File: src/hdl/xbu_pkg.sv
// Package of constants and types for the external bus unit.
package xbu_pkg;

  // ****************************************************************
  // Address map of the internal peripheral bus.
  // ****************************************************************
  localparam logic [23:0] XBU_CAN_BASE     = 24'h20_0000;
  localparam logic [23:0] XBU_SERIAL_BASE  = 24'h20_4000;
  localparam logic [23:0] XBU_ALT_BASE     = 24'h20_8000;
  localparam logic [23:0] XBU_CAN_MASK     = 24'hFF_C000;
  localparam logic [23:0] XBU_SERIAL_MASK  = 24'hFF_E000;
  localparam logic [23:0] XBU_ALT_MASK     = 24'hFF_C000;

  // ****************************************************************
  // Field layout of timing and function configuration words.
  // ****************************************************************
  localparam int XBU_TC_WAIT_LSB = 0;
  localparam int XBU_TC_WAIT_W   = 4;
  localparam int XBU_TC_ALE_BIT  = 4;
  localparam int XBU_FC_EN_BIT   = 0;
  localparam int XBU_FC_RDY_EN   = 1;
  localparam int XBU_FC_RDY_POL  = 2;
  localparam int XBU_FC_MUX_BIT  = 3;
  localparam int XBU_FC_W16_BIT  = 4;
  localparam logic [7:0] XBU_TC_RESET = 8'h0F;
  localparam logic [7:0] XBU_FC_RESET = 8'h19;

  // Window select: base address bits 23:16 in bits 11:4 and size code in bits 3:0 (4K << size).
  localparam int XBU_SEL_SIZE_W  = 4;

  // ****************************************************************
  // Link timing: the reference clock runs at half the system clock.
  // ****************************************************************
  localparam int XBU_CLK_DIV      = 2;
  localparam int XBU_ADDR_MAX     = 24;
  localparam int XBU_SEG_MAX      = 8;

  typedef enum logic [2:0] {
    XBU_IDLE, XBU_ADDR, XBU_WAIT, XBU_DATA, XBU_HELD
  } xbu_state_e;

endpackage

File: src/hdl/xbu_window_match.sv
// Window decoder: picks the active address window with precedence.
`timescale 1ns/1ns
module xbu_window_match (
  input  wire logic [23:0]   addr,
  input  wire logic [47:0]   sel_words,
  output logic      [2:0]    win_index
);
  import xbu_pkg::*;

  // ****************************************************************
  // Window hit test.
  // ****************************************************************

  // A window covers 4 Kbytes shifted left by its size code.
  function automatic logic win_hit(input logic [23:0] a,
                                   input logic [11:0] sel);
    logic [23:0] mask;
    logic [23:0] base;
    mask = 24'hFF_F000 << sel[3:0];
    base = {sel[11:4], 16'h0000} >> 4;
    base = {sel[11:4], 4'h0, 12'h000};
    win_hit = ((a & mask) == (base & mask)) && (sel != 12'h000);
  endfunction

  // Window four beats three and two beats one; a cleared selection
  // word disables its window, leaving the default region. [RULE13]
  always_comb begin
    if (win_hit(addr, sel_words[47:36])) begin
      win_index = 3'd4;
    end else if (win_hit(addr, sel_words[35:24])) begin
      win_index = 3'd3;
    end else if (win_hit(addr, sel_words[23:12])) begin
      win_index = 3'd2;
    end else if (win_hit(addr, sel_words[11:0])) begin
      win_index = 3'd1;
    end else begin
      win_index = 3'd0; // [RULE14]
    end
  end

endmodule

File: src/hdl/xbu_external_bus_unit.sv
// External bus unit: system bus to external pins and peripheral bus.
`timescale 1ns/1ns
// What this block does
// RULE1 - Single-chip mode blocks external access; external mode by config.
// RULE2 - Driven address line count is configurable from zero to 24.
// RULE3 - External data width is eight or sixteen bits.
// RULE4 - Multiplexed or demultiplexed; demux drives low address separately.
// RULE5 - Segment line count programmable; freed lines released for other use.
// RULE6 - Active-low chip selects, one per window plus default.
// RULE7 - Arbitration off until enabled; then pins handled automatically.
// RULE8 - Master role after reset; hold acknowledge is an output.
// RULE9 - Slave role makes hold acknowledge an input.
// RULE10 - Per-window timing and function configuration set bus timing.
// RULE11 - Ready input extends accesses; polarity selectable.
// RULE12 - Four address windows defined by select words.
// RULE13 - Window four beats three, window two beats one.
// RULE14 - Accesses outside windows use default configuration, index zero.
// RULE15 - Matching window asserts its chip select during the access.
// RULE16 - Bus timing referenced to rising edge of reference clock.
// RULE17 - Bus mode switches per access from the matching window.
// RULE18 - Routes CAN and serial register ranges to peripheral bus.
// RULE19 - Alternate range maps both peripheral register sets.
// RULE20 - About twelve megabytes of external memory reachable.
// RULE21 - Reference clock only with system source and pad enabled.
// RULE22 - On hold request: finish cycle, release bus, acknowledge.
module xbu_external_bus_unit (
  input  wire logic              sys_clk,
  input  wire logic              reset,
  input  wire logic              ext_bus_enable,
  input  wire logic [4:0]        addr_lines,
  input  wire logic [3:0]        seg_lines,
  input  wire logic              arb_enable,
  input  wire logic              arb_slave,
  input  wire logic              clk_src_sys,
  input  wire logic              clk_pad_enable,
  input  wire logic [47:0]       window_address_select,
  input  wire logic [39:0]       window_timing_config,
  input  wire logic [39:0]       window_function_config,
  input  wire logic              req_valid,
  input  wire logic              req_write,
  input  wire logic [23:0]       req_addr,
  input  wire logic [15:0]       req_wdata,
  output logic                   req_done,
  output logic      [15:0]       req_rdata,
  output logic                   req_error,
  output logic                   pbus_valid,
  output logic                   pbus_write,
  output logic      [23:0]       pbus_addr,
  output logic      [15:0]       pbus_wdata,
  input  wire logic              pbus_done,
  input  wire logic [15:0]       pbus_rdata,
  output logic      [23:0]       addr_out,
  output logic      [23:0]       addr_oe,
  output logic      [15:0]       ad_out,
  output logic      [15:0]       ad_oe,
  input  wire logic [15:0]       ad_in,
  output logic                   ale,
  output logic                   rd_n,
  output logic                   wr_n,
  output logic      [4:0]        cs_n,
  input  wire logic              ready_pin,
  output logic                   bus_request_out,
  output logic                   hold_acknowledge_out,
  output logic                   hold_acknowledge_oe,
  input  wire logic              hold_acknowledge_in,
  input  wire logic              hold_req_pin,
  output logic                   reference_clock_output
);
  import xbu_pkg::*;

  // ****************************************************************
  // Pin synchronisers.
  // ****************************************************************

  logic [3:0] sync1_reg;
  logic [3:0] sync2_reg;
  logic       ready_s;
  logic       hold_s;
  logic       hold_acknowledge_s;
  logic       pbus_done_s;

  // Ready, hold request and hold acknowledge pins pass two flip-flops before any logic reads them.
  always_ff @(posedge sys_clk or posedge reset) begin
    if (reset) begin
      sync1_reg <= 4'h0;
      sync2_reg <= 4'h0;
    end else begin
      sync1_reg <= {ready_pin, hold_req_pin, hold_acknowledge_in, 1'b0};
      sync2_reg <= sync1_reg;
    end
  end
  assign ready_s     = sync2_reg[3];
  assign hold_s      = sync2_reg[2];
  assign hold_acknowledge_s      = sync2_reg[1];
  assign pbus_done_s = pbus_done;

  // ****************************************************************
  // Window decoding and per-access configuration.
  // ****************************************************************

  logic [2:0] win_now;

  xbu_window_match u_match (
    .addr      (req_addr),
    .sel_words (window_address_select),
    .win_index (win_now)
  ); // [RULE12]

  // Slot zero of the config vectors is the default region.
  function automatic logic [7:0] pick(input logic [39:0] v,
                                     input logic [2:0] i);
    pick = v[8*i +: 8];
  endfunction

  // Peripheral bus ranges, primary and alternate.
  function automatic logic is_pbus(input logic [23:0] a);
    is_pbus = ((a & XBU_CAN_MASK) == XBU_CAN_BASE)           // [RULE18]
           || ((a & XBU_SERIAL_MASK) == XBU_SERIAL_BASE)     // [RULE18]
           || ((a & XBU_ALT_MASK) == XBU_ALT_BASE);          // [RULE19]
  endfunction

  // ****************************************************************
  // Reference clock divider.
  // ****************************************************************

  logic clk_ref_reg;
  logic clk_ref_next;
  logic clk_rise;

  // The divider always runs so bus steps stay phase aligned to it.
  always_comb begin
    clk_ref_next = ~clk_ref_reg;
  end
  always_ff @(posedge sys_clk or posedge reset) begin
    if (reset) begin
      clk_ref_reg <= 1'b0;
    end else begin
      clk_ref_reg <= clk_ref_next;
    end
  end
  // Bus steps advance only where the reference clock rises. [RULE16]
  assign clk_rise = ~clk_ref_reg;

  // ****************************************************************
  // Bus sequencer.
  // ****************************************************************

  xbu_state_e  state_reg,  state_next;
  logic [2:0]  win_reg,    win_next;
  logic [3:0]  wait_reg,   wait_next;
  logic [23:0] a_reg,      a_next;
  logic [15:0] wd_reg,     wd_next;
  logic        wr_reg,     wr_next;
  logic        pb_reg,     pb_next;
  logic        done_reg,   done_next;
  logic        err_reg,    err_next;
  logic [15:0] rd_reg,     rd_next;
  logic        hold_acknowledge_reg,   hold_acknowledge_next;
  logic        bus_request_out_reg,   bus_request_out_next;
  logic [7:0]  tc;
  logic [7:0]  fc;
  logic        rdy_ok;
  logic        hold_take;

  assign tc = pick(window_timing_config, win_reg);   // [RULE10]
  assign fc = pick(window_function_config, win_reg); // [RULE17]
  // Ready is sampled at the programmed polarity when enabled. [RULE11]
  assign rdy_ok = ~fc[XBU_FC_RDY_EN] | (ready_s == fc[XBU_FC_RDY_POL]);
  // Master takes hold requests; slave waits for the far acknowledge.
  assign hold_take = arb_enable & ~arb_slave & hold_s;

  // Next-state logic: one access at a time, holds only between cycles.
  always_comb begin
    state_next = state_reg;
    win_next   = win_reg;
    wait_next  = wait_reg;
    a_next     = a_reg;
    wd_next    = wd_reg;
    wr_next    = wr_reg;
    pb_next    = pb_reg;
    done_next  = 1'b0;
    err_next   = 1'b0;
    rd_next    = rd_reg;
    hold_acknowledge_next  = hold_acknowledge_reg;
    bus_request_out_next  = 1'b0;
    case (state_reg)
      XBU_IDLE: begin
        if (hold_take) begin
          state_next = XBU_HELD; // [RULE22]
        end else if (req_valid && !done_reg) begin
          a_next  = req_addr;
          wd_next = req_wdata;
          wr_next = req_write;
          win_next = win_now;
          if (is_pbus(req_addr)) begin
            pb_next    = 1'b1;
            state_next = XBU_DATA;
          end else if (!ext_bus_enable) begin
            done_next = 1'b1; // [RULE1]
            err_next  = 1'b1;
          end else if (arb_enable && arb_slave && !hold_acknowledge_s) begin
            bus_request_out_next = 1'b1; // [RULE9]
          end else begin
            pb_next    = 1'b0;
            state_next = XBU_ADDR;
          end
        end
      end
      XBU_ADDR: begin
        if (clk_rise) begin
          wait_next  = tc[XBU_TC_WAIT_LSB +: XBU_TC_WAIT_W];
          state_next = XBU_WAIT;
        end
      end
      XBU_WAIT: begin
        if (clk_rise) begin
          if (wait_reg != 4'h0) begin
            wait_next = wait_reg - 4'h1;
          end else if (rdy_ok) begin
            state_next = XBU_DATA;
          end
        end
      end
      XBU_DATA: begin
        if (pb_reg) begin
          if (pbus_done_s) begin
            rd_next    = pbus_rdata;
            done_next  = 1'b1;
            pb_next    = 1'b0;
            state_next = XBU_IDLE;
          end
        end else if (clk_rise) begin
          rd_next    = fc[XBU_FC_W16_BIT] ? ad_in : {8'h00, ad_in[7:0]};
          done_next  = 1'b1; // [RULE3]
          state_next = XBU_IDLE;
        end
      end
      XBU_HELD: begin
        hold_acknowledge_next = 1'b1;
        if (!hold_s) begin
          hold_acknowledge_next  = 1'b0;
          state_next = XBU_IDLE; // [RULE22]
        end
      end
      default: state_next = XBU_IDLE;
    endcase
  end

  always_ff @(posedge sys_clk or posedge reset) begin
    if (reset) begin
      state_reg <= XBU_IDLE;
      win_reg   <= 3'd0;
      wait_reg  <= 4'h0;
      a_reg     <= 24'h00_0000;
      wd_reg    <= 16'h0000;
      wr_reg    <= 1'b0;
      pb_reg    <= 1'b0;
      done_reg  <= 1'b0;
      err_reg   <= 1'b0;
      rd_reg    <= 16'h0000;
      hold_acknowledge_reg  <= 1'b0;
      bus_request_out_reg  <= 1'b0;
    end else begin
      state_reg <= state_next;
      win_reg   <= win_next;
      wait_reg  <= wait_next;
      a_reg     <= a_next;
      wd_reg    <= wd_next;
      wr_reg    <= wr_next;
      pb_reg    <= pb_next;
      done_reg  <= done_next;
      err_reg   <= err_next;
      rd_reg    <= rd_next;
      hold_acknowledge_reg  <= hold_acknowledge_next;
      bus_request_out_reg  <= bus_request_out_next;
    end
  end

  // ****************************************************************
  // Registered pin outputs.
  // ****************************************************************

  logic [23:0] amask;
  logic        on_bus;
  logic        mux;

  // Address lines beyond the programmed count are released. [RULE2]
  // Segment lines from 16+seg_lines upward are also freed. [RULE5]
  always_comb begin
    amask = 24'h00_FFFF << 0;
    for (int i = 0; i < XBU_ADDR_MAX; i++) begin // [RULE20]
      amask[i] = (i < 32'(addr_lines)) &&
                 (i < 16 || (i - 16) < 32'(seg_lines));
    end
  end
  assign on_bus = (state_reg == XBU_ADDR) || (state_reg == XBU_WAIT) ||
                  (state_reg == XBU_DATA && !pb_reg);
  assign mux = fc[XBU_FC_MUX_BIT]; // [RULE4]

  always_ff @(posedge sys_clk or posedge reset) begin
    if (reset) begin
      addr_out  <= 24'h00_0000;
      addr_oe   <= 24'h00_0000;
      ad_out    <= 16'h0000;
      ad_oe     <= 16'h0000;
      ale       <= 1'b0;
      rd_n      <= 1'b1;
      wr_n      <= 1'b1;
      cs_n      <= 5'h1F;
      req_done  <= 1'b0;
      req_rdata <= 16'h0000;
      req_error <= 1'b0;
      pbus_valid <= 1'b0;
      pbus_write <= 1'b0;
      pbus_addr  <= 24'h00_0000;
      pbus_wdata <= 16'h0000;
      bus_request_out      <= 1'b0;
      hold_acknowledge_out <= 1'b0;
      hold_acknowledge_oe  <= 1'b0;
      reference_clock_output <= 1'b0;
    end else begin
      // Demux drives low address on its own lines; mux shares AD.
      addr_out <= a_reg & amask;
      addr_oe  <= on_bus ? (mux ? (amask & 24'hFF_0000) : amask)
                         : 24'h00_0000; // [RULE4]
      ad_out   <= (state_reg == XBU_ADDR && mux) ? a_reg[15:0] : wd_reg;
      ad_oe    <= (on_bus && ((state_reg == XBU_ADDR && mux) ||
                  (wr_reg && state_reg != XBU_ADDR)))
                  ? (fc[XBU_FC_W16_BIT] ? 16'hFFFF : 16'h00FF)
                  : 16'h0000;
      ale      <= on_bus && state_reg == XBU_ADDR && tc[XBU_TC_ALE_BIT];
      rd_n     <= ~(on_bus && !wr_reg && state_reg != XBU_ADDR);
      wr_n     <= ~(on_bus && wr_reg && state_reg != XBU_ADDR);
      // Only the matching window's select goes low. [RULE6] [RULE15]
      cs_n     <= (on_bus && fc[XBU_FC_EN_BIT])
                  ? ~(5'h01 << win_reg) : 5'h1F;
      req_done  <= done_next;
      req_rdata <= rd_next;
      req_error <= err_next;
      pbus_valid <= (state_next == XBU_DATA) && pb_next && !done_next;
      pbus_write <= wr_next;
      pbus_addr  <= a_next;
      pbus_wdata <= wd_next;
      bus_request_out <= bus_request_out_next & arb_enable; // [RULE7]
      // Master drives acknowledge; slave listens to it. [RULE8] [RULE9]
      hold_acknowledge_out <= hold_acknowledge_next;
      hold_acknowledge_oe  <= arb_enable & ~arb_slave;
      reference_clock_output <= clk_src_sys & clk_pad_enable &
                                clk_ref_next; // [RULE21]
    end
  end

  // ****************************************************************
  // Assertions.
  // ****************************************************************

  property p_hold_release;
    @(posedge sys_clk) disable iff (reset)
      hold_acknowledge_out |-> (addr_oe == 24'h00_0000);
  endproperty
  a_hold_release: assert property (p_hold_release) // [RULE22]
    else $error("Bus driven while hold acknowledged.");

  property p_single_chip;
    @(posedge sys_clk) disable iff (reset)
      (!ext_bus_enable && state_reg == XBU_IDLE) |=>
        (cs_n == 5'h1F) && (state_reg != XBU_ADDR);
  endproperty
  a_single_chip: assert property (p_single_chip) // [RULE1]
    else $error("Chip select active in single-chip mode.");

  property p_cs_one_hot;
    @(posedge sys_clk) disable iff (reset)
      $onehot0(~cs_n);
  endproperty
  a_cs_one_hot: assert property (p_cs_one_hot) // [RULE15]
    else $error("More than one chip select active.");

  property p_master_oe;
    @(posedge sys_clk) disable iff (reset)
      arb_slave |=> !hold_acknowledge_oe;
  endproperty
  a_master_oe: assert property (p_master_oe) // [RULE9]
    else $error("Slave role drives hold acknowledge.");

  property p_bus_request_out_off;
    @(posedge sys_clk) disable iff (reset)
      !arb_enable |=> !bus_request_out;
  endproperty
  a_bus_request_out_off: assert property (p_bus_request_out_off) // [RULE7]
    else $error("Bus request while arbitration disabled.");

  property p_refclk;
    @(posedge sys_clk) disable iff (reset)
      !(clk_src_sys && clk_pad_enable) |=> !reference_clock_output;
  endproperty
  a_refclk: assert property (p_refclk) // [RULE21]
    else $error("Reference clock without enables.");

  property p_addr_limit;
    @(posedge sys_clk) disable iff (reset)
      (addr_lines == 5'd0) |=> ##1 (addr_oe == 24'h00_0000);
  endproperty
  a_addr_limit: assert property (p_addr_limit) // [RULE2]
    else $error("Address driven with zero lines.");

  property p_ad_width;
    @(posedge sys_clk) disable iff (reset)
      (state_reg == XBU_WAIT && !fc[XBU_FC_W16_BIT]) |=>
        (ad_oe[15:8] == 8'h00);
  endproperty
  a_ad_width: assert property (p_ad_width) // [RULE3]
    else $error("Upper byte driven on 8-bit bus.");

endmodule

File: config.mk
export PLATFORM = sky130hd
export DESIGN_NAME = xbu_external_bus_unit
export DESIGN_NICKNAME = d
export VERILOG_FILES = /design/src/hdl/xbu_pkg.sv /design/src/hdl/xbu_window_match.sv /design/src/hdl/xbu_external_bus_unit.sv
export SDC_FILE = /design/constraint.sdc
export NUM_CORES = 1
export LEC_CHECK = 0
export BUFFER_PORTS_ARGS = -buffer_cell sky130_fd_sc_hd__buf_2
export CORE_AREA = 2 2 145 147
export DETAILED_ROUTE_END_ITERATION = 10
export DIE_AREA = 0 0 147 149
export GPL_TIMING_DRIVEN = 0
export PLACE_DENSITY = 0.65
export SYNTH_ARGS = -nofsm -noshare
export SYNTH_HDL_FRONTEND = slang
export SYNTH_SLANG_ARGS = --single-unit
File: constraint.sdc
create_clock -name sys_clk -period 5.2 [get_ports sys_clk]
set_clock_uncertainty 0.05 [all_clocks]
set_input_delay 0.26 -clock sys_clk [delete_from_list [all_inputs] [get_ports sys_clk]]
set_output_delay 0.26 -clock sys_clk [all_outputs]
set_load 0.005 [all_outputs]
==> Word level (Yosys, flattened, before mapping) <==
Index checks and enable logic that the tools add are counted.
{ "op_classes": {"magnitude_cmp": 32, "n_reduce_logical": 48, "mux": 56, "n_eq_ne": 19, "add_sub_neg": 1, "shift": 7, "bitwise": 22} }
{ "op_table": {"columns": ["operator", "count"], "rows": [
  ["$and 24x24->24", 9],
  ["$mux 16", 8],
  ["$eq 24x24->1", 4],
  ["$shl 24x4->24 const A", 4],
  ["$shiftx 40x7->5", 2],
  ["$mux 3", 16],
  ["$reduce_bool 12->1", 4],
  ["$lt 4x5->1 const A", 8],
  ["$lt 5x5->1 const A", 8],
  ["$logic_and 1x1->1", 28],
  ["$mux 24", 1],
  ["$mux 1", 23],
  ["$eq 10x8->1 const B", 2],
  ["$lt 3x5->1 const A", 4],
  ["$lt 3x4->1 const A", 4],
  ["$pmux 3 s5", 1],
  ["$mux 4", 3],
  ["$eq 11x9->1 const B", 1],
  ["$lt 1x5->1 const A", 2],
  ["$lt 2x5->1 const A", 2],
  ["$eq 3x2->1 const B", 3],
  ["$lt 1x4->1 const A", 2],
  ["$lt 2x4->1 const A", 2],
  ["$ne 2x2->1 const B", 4],
  ["21 further kinds", 40]
]} }
{ "word_totals": {"out_inout_bits": 152, "wordCells": 211, "reg_bits": 170} }

==> Longest topological paths before layout <==
{ "depth": {"word_depth": 11, "ltp_mapped": 8, "ltp_nobuf": 7} }

==> Hierarchy <==
Synthesis repeated with hierarchy kept, for this count alone.
{ "hier_totals": {"cells_unflattened": 651, "hier_area_um2": 7385.8} }
{ "by_module_without_submodules": {"columns": ["mod", "instances", "seq_area_each_um2", "area_each_um2", "cells_per_inst"], "rows": [
  ["xbu_external_bus_unit", 1, 3912.5, 6551.3, 527],
  ["xbu_window_match", 1, 0.0, 834.6, 124]
]} }

==> Least setup slack after synthesis <==
OpenSTA, ideal clock, no wires.
{ "synth_path": {"path_kind": "register to register", "from": "register win_reg[0]", "to": "register ad_out[10]", "arrival_time_ps": 1715, "setup_time_ps": 125, "path_buffers": 2, "period_less_slack_ps": 1890, "stages_incl_launch_ff": 7, "path_slack_ps": 3310, "path_cell_list": "dfrtp_1 > buf_6 > nor3_4 > a22oi_4 > nor3_4 > buf_8 > mux2_4"} }
{ "synth_between": {"elab_chain_cells": 3} }
{ "synth_rtl": {"columns": ["element", "line_no", "source"], "rows": [
  ["from (decl)", "xbu_external_bus_unit.sv:149", "logic [2:0] win_reg, win_next;"],
  ["from (signal assigned)", "xbu_external_bus_unit.sv:265", "win_reg <= win_next;"],
  ["$shiftx 40x7->5", "xbu_external_bus_unit.sv:112", "pick = v[8*i +: 8];"],
  ["$logic_and 1x1->1", "xbu_external_bus_unit.sv:326", "ad_out <= (state_reg == XBU_ADDR && mux) ? a_reg[15:0] : wd_reg;"],
  ["$mux 16", "xbu_external_bus_unit.sv:326", null],
  ["to (signal assigned)", "xbu_external_bus_unit.sv:326", null],
  ["to (decl)", "xbu_external_bus_unit.sv:54", "output logic [15:0] ad_out,"]
]} }
No other way between the ends.
A chain may end at the register's enable or synchronous reset.

==> Worst setup path in the final report <==
{ "layout_path": {"from": "register win_reg[1]", "to": "register ad_out[11]"} }
The elaborated chain is that of the path after synthesis.

==> results.md <==
- # hold bufs at CTS: 40
- Sequential Power Share: 0.379
- Vias in the first global route: about 6,700
- Syn Std Cell Area: around 0.0074 sq mm
- Most area-hungry cell type in the Yosys netlist: dfrtp_1
- Htree depth: 4
- Initial Utilization: 0.359
- DRC viols: 0
- Pin count of the biggest net entering global routing: between 90 and 100
- Avg Inst Size Synth: approximately 10 sq um
- Post-DP Area: 0.00943 sq mm
- CP bufs+invs: 2
- WS Path Type: reg2reg
- Most used DFF post-synth: dfrtp_1
- Clock latency at the later pin of the worst-skew pair: 420 ps
- Fin nets: around 1,400
- Min Clock Period, post-route: about 2500 ps
- Die X: around 150 um
- PwrDens: ~480 mW/mm^2
- Reg2Reg Setup Slack: between 2000 and 3000 ps
- Slowest cell on the critical path: nor3_4
- Max-Cap Viols: 0
- Total track usage: 0.217
- Final wirelength: 24,400 um
- Vias: between 6,000 and 7,000
- Top delay family on crit path: simple AND/OR/NAND/NOR gates
- Logic pwr share: 0.372
- Met3 usage in global routing: 0.0394
- Biggest regs: addr_oe: 24 flops, addr_out: 24 flops, pbus_addr: 24 flops
- Outcome: completed
- Met2 Usage GRT: 0.357
- Final setup viols: 0
- Placer congestion estimate: roughly 0.85
- DR pass1 iterations: 5
- DIE AREA: between 0.02 and 0.025 sq mm
- Register area share after synthesis: 0.530
- Leading cell type by number of instances after synthesis: nand2_1
- CP Cell Sequence: clkbuf_1 > nor3_4 > a22oi_4 > nor3_4 > buf_8 > mux2_4
- Reg clk slew, reported paths: around 70 ps
- Lkg Pwr: 5.30 nW
- Worst slew pin tran: 817 ps
- Die Height: roughly 150 um
- Period utilisation layout: 0.488
- Gate Count Post-Synth: 737
- Ant diodes: 0
- Resize count post-CTS: 0
- Remaining antenna violation count: 0
- Core area: slightly above 0.02 sq mm
- Final setup margin: 2660 ps
- TritonCTS Sinks: roughly 160
- Design Area, Final: 0.0104 sq mm
- Drt first-iter violations: 256
- CTS buffer count: 17
- First-pass GRT wire length: ~37,000 um
- Critical R2R Launch: win_reg[1]
- Vias/cell: a little under 5
- Worst setup EP type: flip-flop
- Reg area: 0.00391 sq mm
- #FFs+latches synth: roughly 160
- Setup crit start kind: flip-flop
- Yosys warns: 0
- Hold Crit Start: clk_pad_enable
- CP peak stage delay: around 620 ps
- CTS tree: yes
- GRT Residual Overflow: 0
- Sw Share: 0.361
- Global routing usage on met1: 0.292
- Net Switching: roughly 1.8 mW
- Maximum VDD drop: ~0.22 mV
- Achievable frequency: about 400 MHz
- Int Pwr: approximately 3.2 mW
- WL/cell: 17.2 um
- WP data arrival: 2790 ps
- Synth top cells by count: 160 x nand2_1, 149 x dfrtp_1, 42 x o21ai_0, 36 x nor2_1, 33 x a21oi_1
- Worst path most repeated cell: nor3_4
- Core Rows: 53
- Beginning of the critical path: win_reg[1]
- Netlist cell types: between 60 and 70
- Layout cell share with drive strength beyond 1: 0.383
- Synth area leaders: dfrtp_1 51%, nand2_1 8.1%, o21ai_0 2.8%
- Gr busiest metal: met2
- Clock share of power: 0.249
- Clk Tree Root Cell: clkbuf_16
- Footprint of the multi-input gates: 0.00311 sq mm
- Post-CTS setup buffer count: 0
- Pre-CTS setup slack: 2640 ps
- Top cell type's share of synthesized area: 0.505
- Max clock buf depth: 2
- Syn nets: between 900 and 1,000
- Critical path peak fanout: 10
- Io pins: about 370
- Slew Limit Fails: 0
- PortBufs: between 300 and 400
- # fillers: 1,897
- Initial antenna violation count: 0
- Layout Area Growth over Synthesis: 41.3%
- Post-synth EDFFs: 0
- Worst slew margin: 0.455
- Async S/R FF share, synth: 1.00
- Worst hold path type: in2reg
- RSZ-0062 raised after global routing: false
- Final Hold Fails: 0
- Final core occ: 0.507
- DP HPWL: roughly 18,000 um
- Worst Path Required: between 5000 and 6000 ps
==> routing by layer <==
metal	routed length [um]	vias up	part of all wire
met5	0	-	0
met4	589	0	0.024
met1	10700	3337	0.44
li1	-	3325	-
met3	1280	37	0.052
met2	11900	252	0.49
==> worst paths after layout <==
kind | endpoint | cells past startpoint
min in group asynchronous | addr_out[19] | 3
max in group asynchronous | pbus_addr[17] | 4
hold / removal | reference_clock_output | 2
setup / recovery | ad_out[11] | 6
hold reg to reg | sync2_reg[2] | 0
setup reg to reg | ad_out[11] | 6
==> layout make-up <==
type                       count  area share
sequential                   156       0.375
buffer                        54      0.0274
timing repair buffer         375       0.201
clock inverter                14      0.0148
clock buffer                  18      0.0421
multi-input combinational    509       0.299
tap                          275      0.0330
inverter                      18     0.00720
==> per-stage QoR <==
stage	hold slack [ps]	TNS (ps)	total power [mW]	std cells
finish	26.8	0	5.04	1419
global route	13.4	0	5.38	1419
CTS	8.91	0	5.10	1419
detailed placement	276	0	3.81	1347
global placement	285	-178900	3.77	1346
floorplan	241	0	2.90	737
==> power by group through the flow <==
stage	registers, mW	logic [mW]	clock network [mW]
after floorplan	1.93	0.966	0
after CTS	1.91	1.90	1.28
after global placement	1.93	1.84	0
after detailed placement	1.93	1.88	0
final	1.91	1.88	1.26
after global routing	1.96	2.08	1.33
==> worst register-to-register path, stage by stage, from the launching register on <==
cell	delay [ps]
dfrtp_1	360
clkbuf_1	230
nor3_4	390
a22oi_4	180
nor3_4	620
buf_8	260
mux2_4	320
==> logic make-up (layout without fill, tap and decap cells) <==
group / count (synthesis) / count (layout) / share of synthesized area
compound gates: 145 / 145 / 0.125
xor+xnor: 34 / 34 / 0.0404
fa+ha+maj: 2 / 2 / 0.00339
buf+inv: 72 / 479 / 0.0478
flops: 156 / 156 / 0.530
mux: 33 / 33 / 0.0663
simple gates: 295 / 295 / 0.187
==> cell usage in the layout (no fill, tap or decap), drive strengths merged, types with 14 or more instances in the layout <==
master         n
dlygate4sd3   40
nor4          15
xor2          14
a21oi         33
nand2        160
inv           23
and2          14
clkbuf        46
nor2b         18
nor2          36
xnor2         20
buf          361
o21ai         42
a31oi         15
dfrtp        149
mux2          17
No activity file was read; power rests on OpenSTA's default activity.
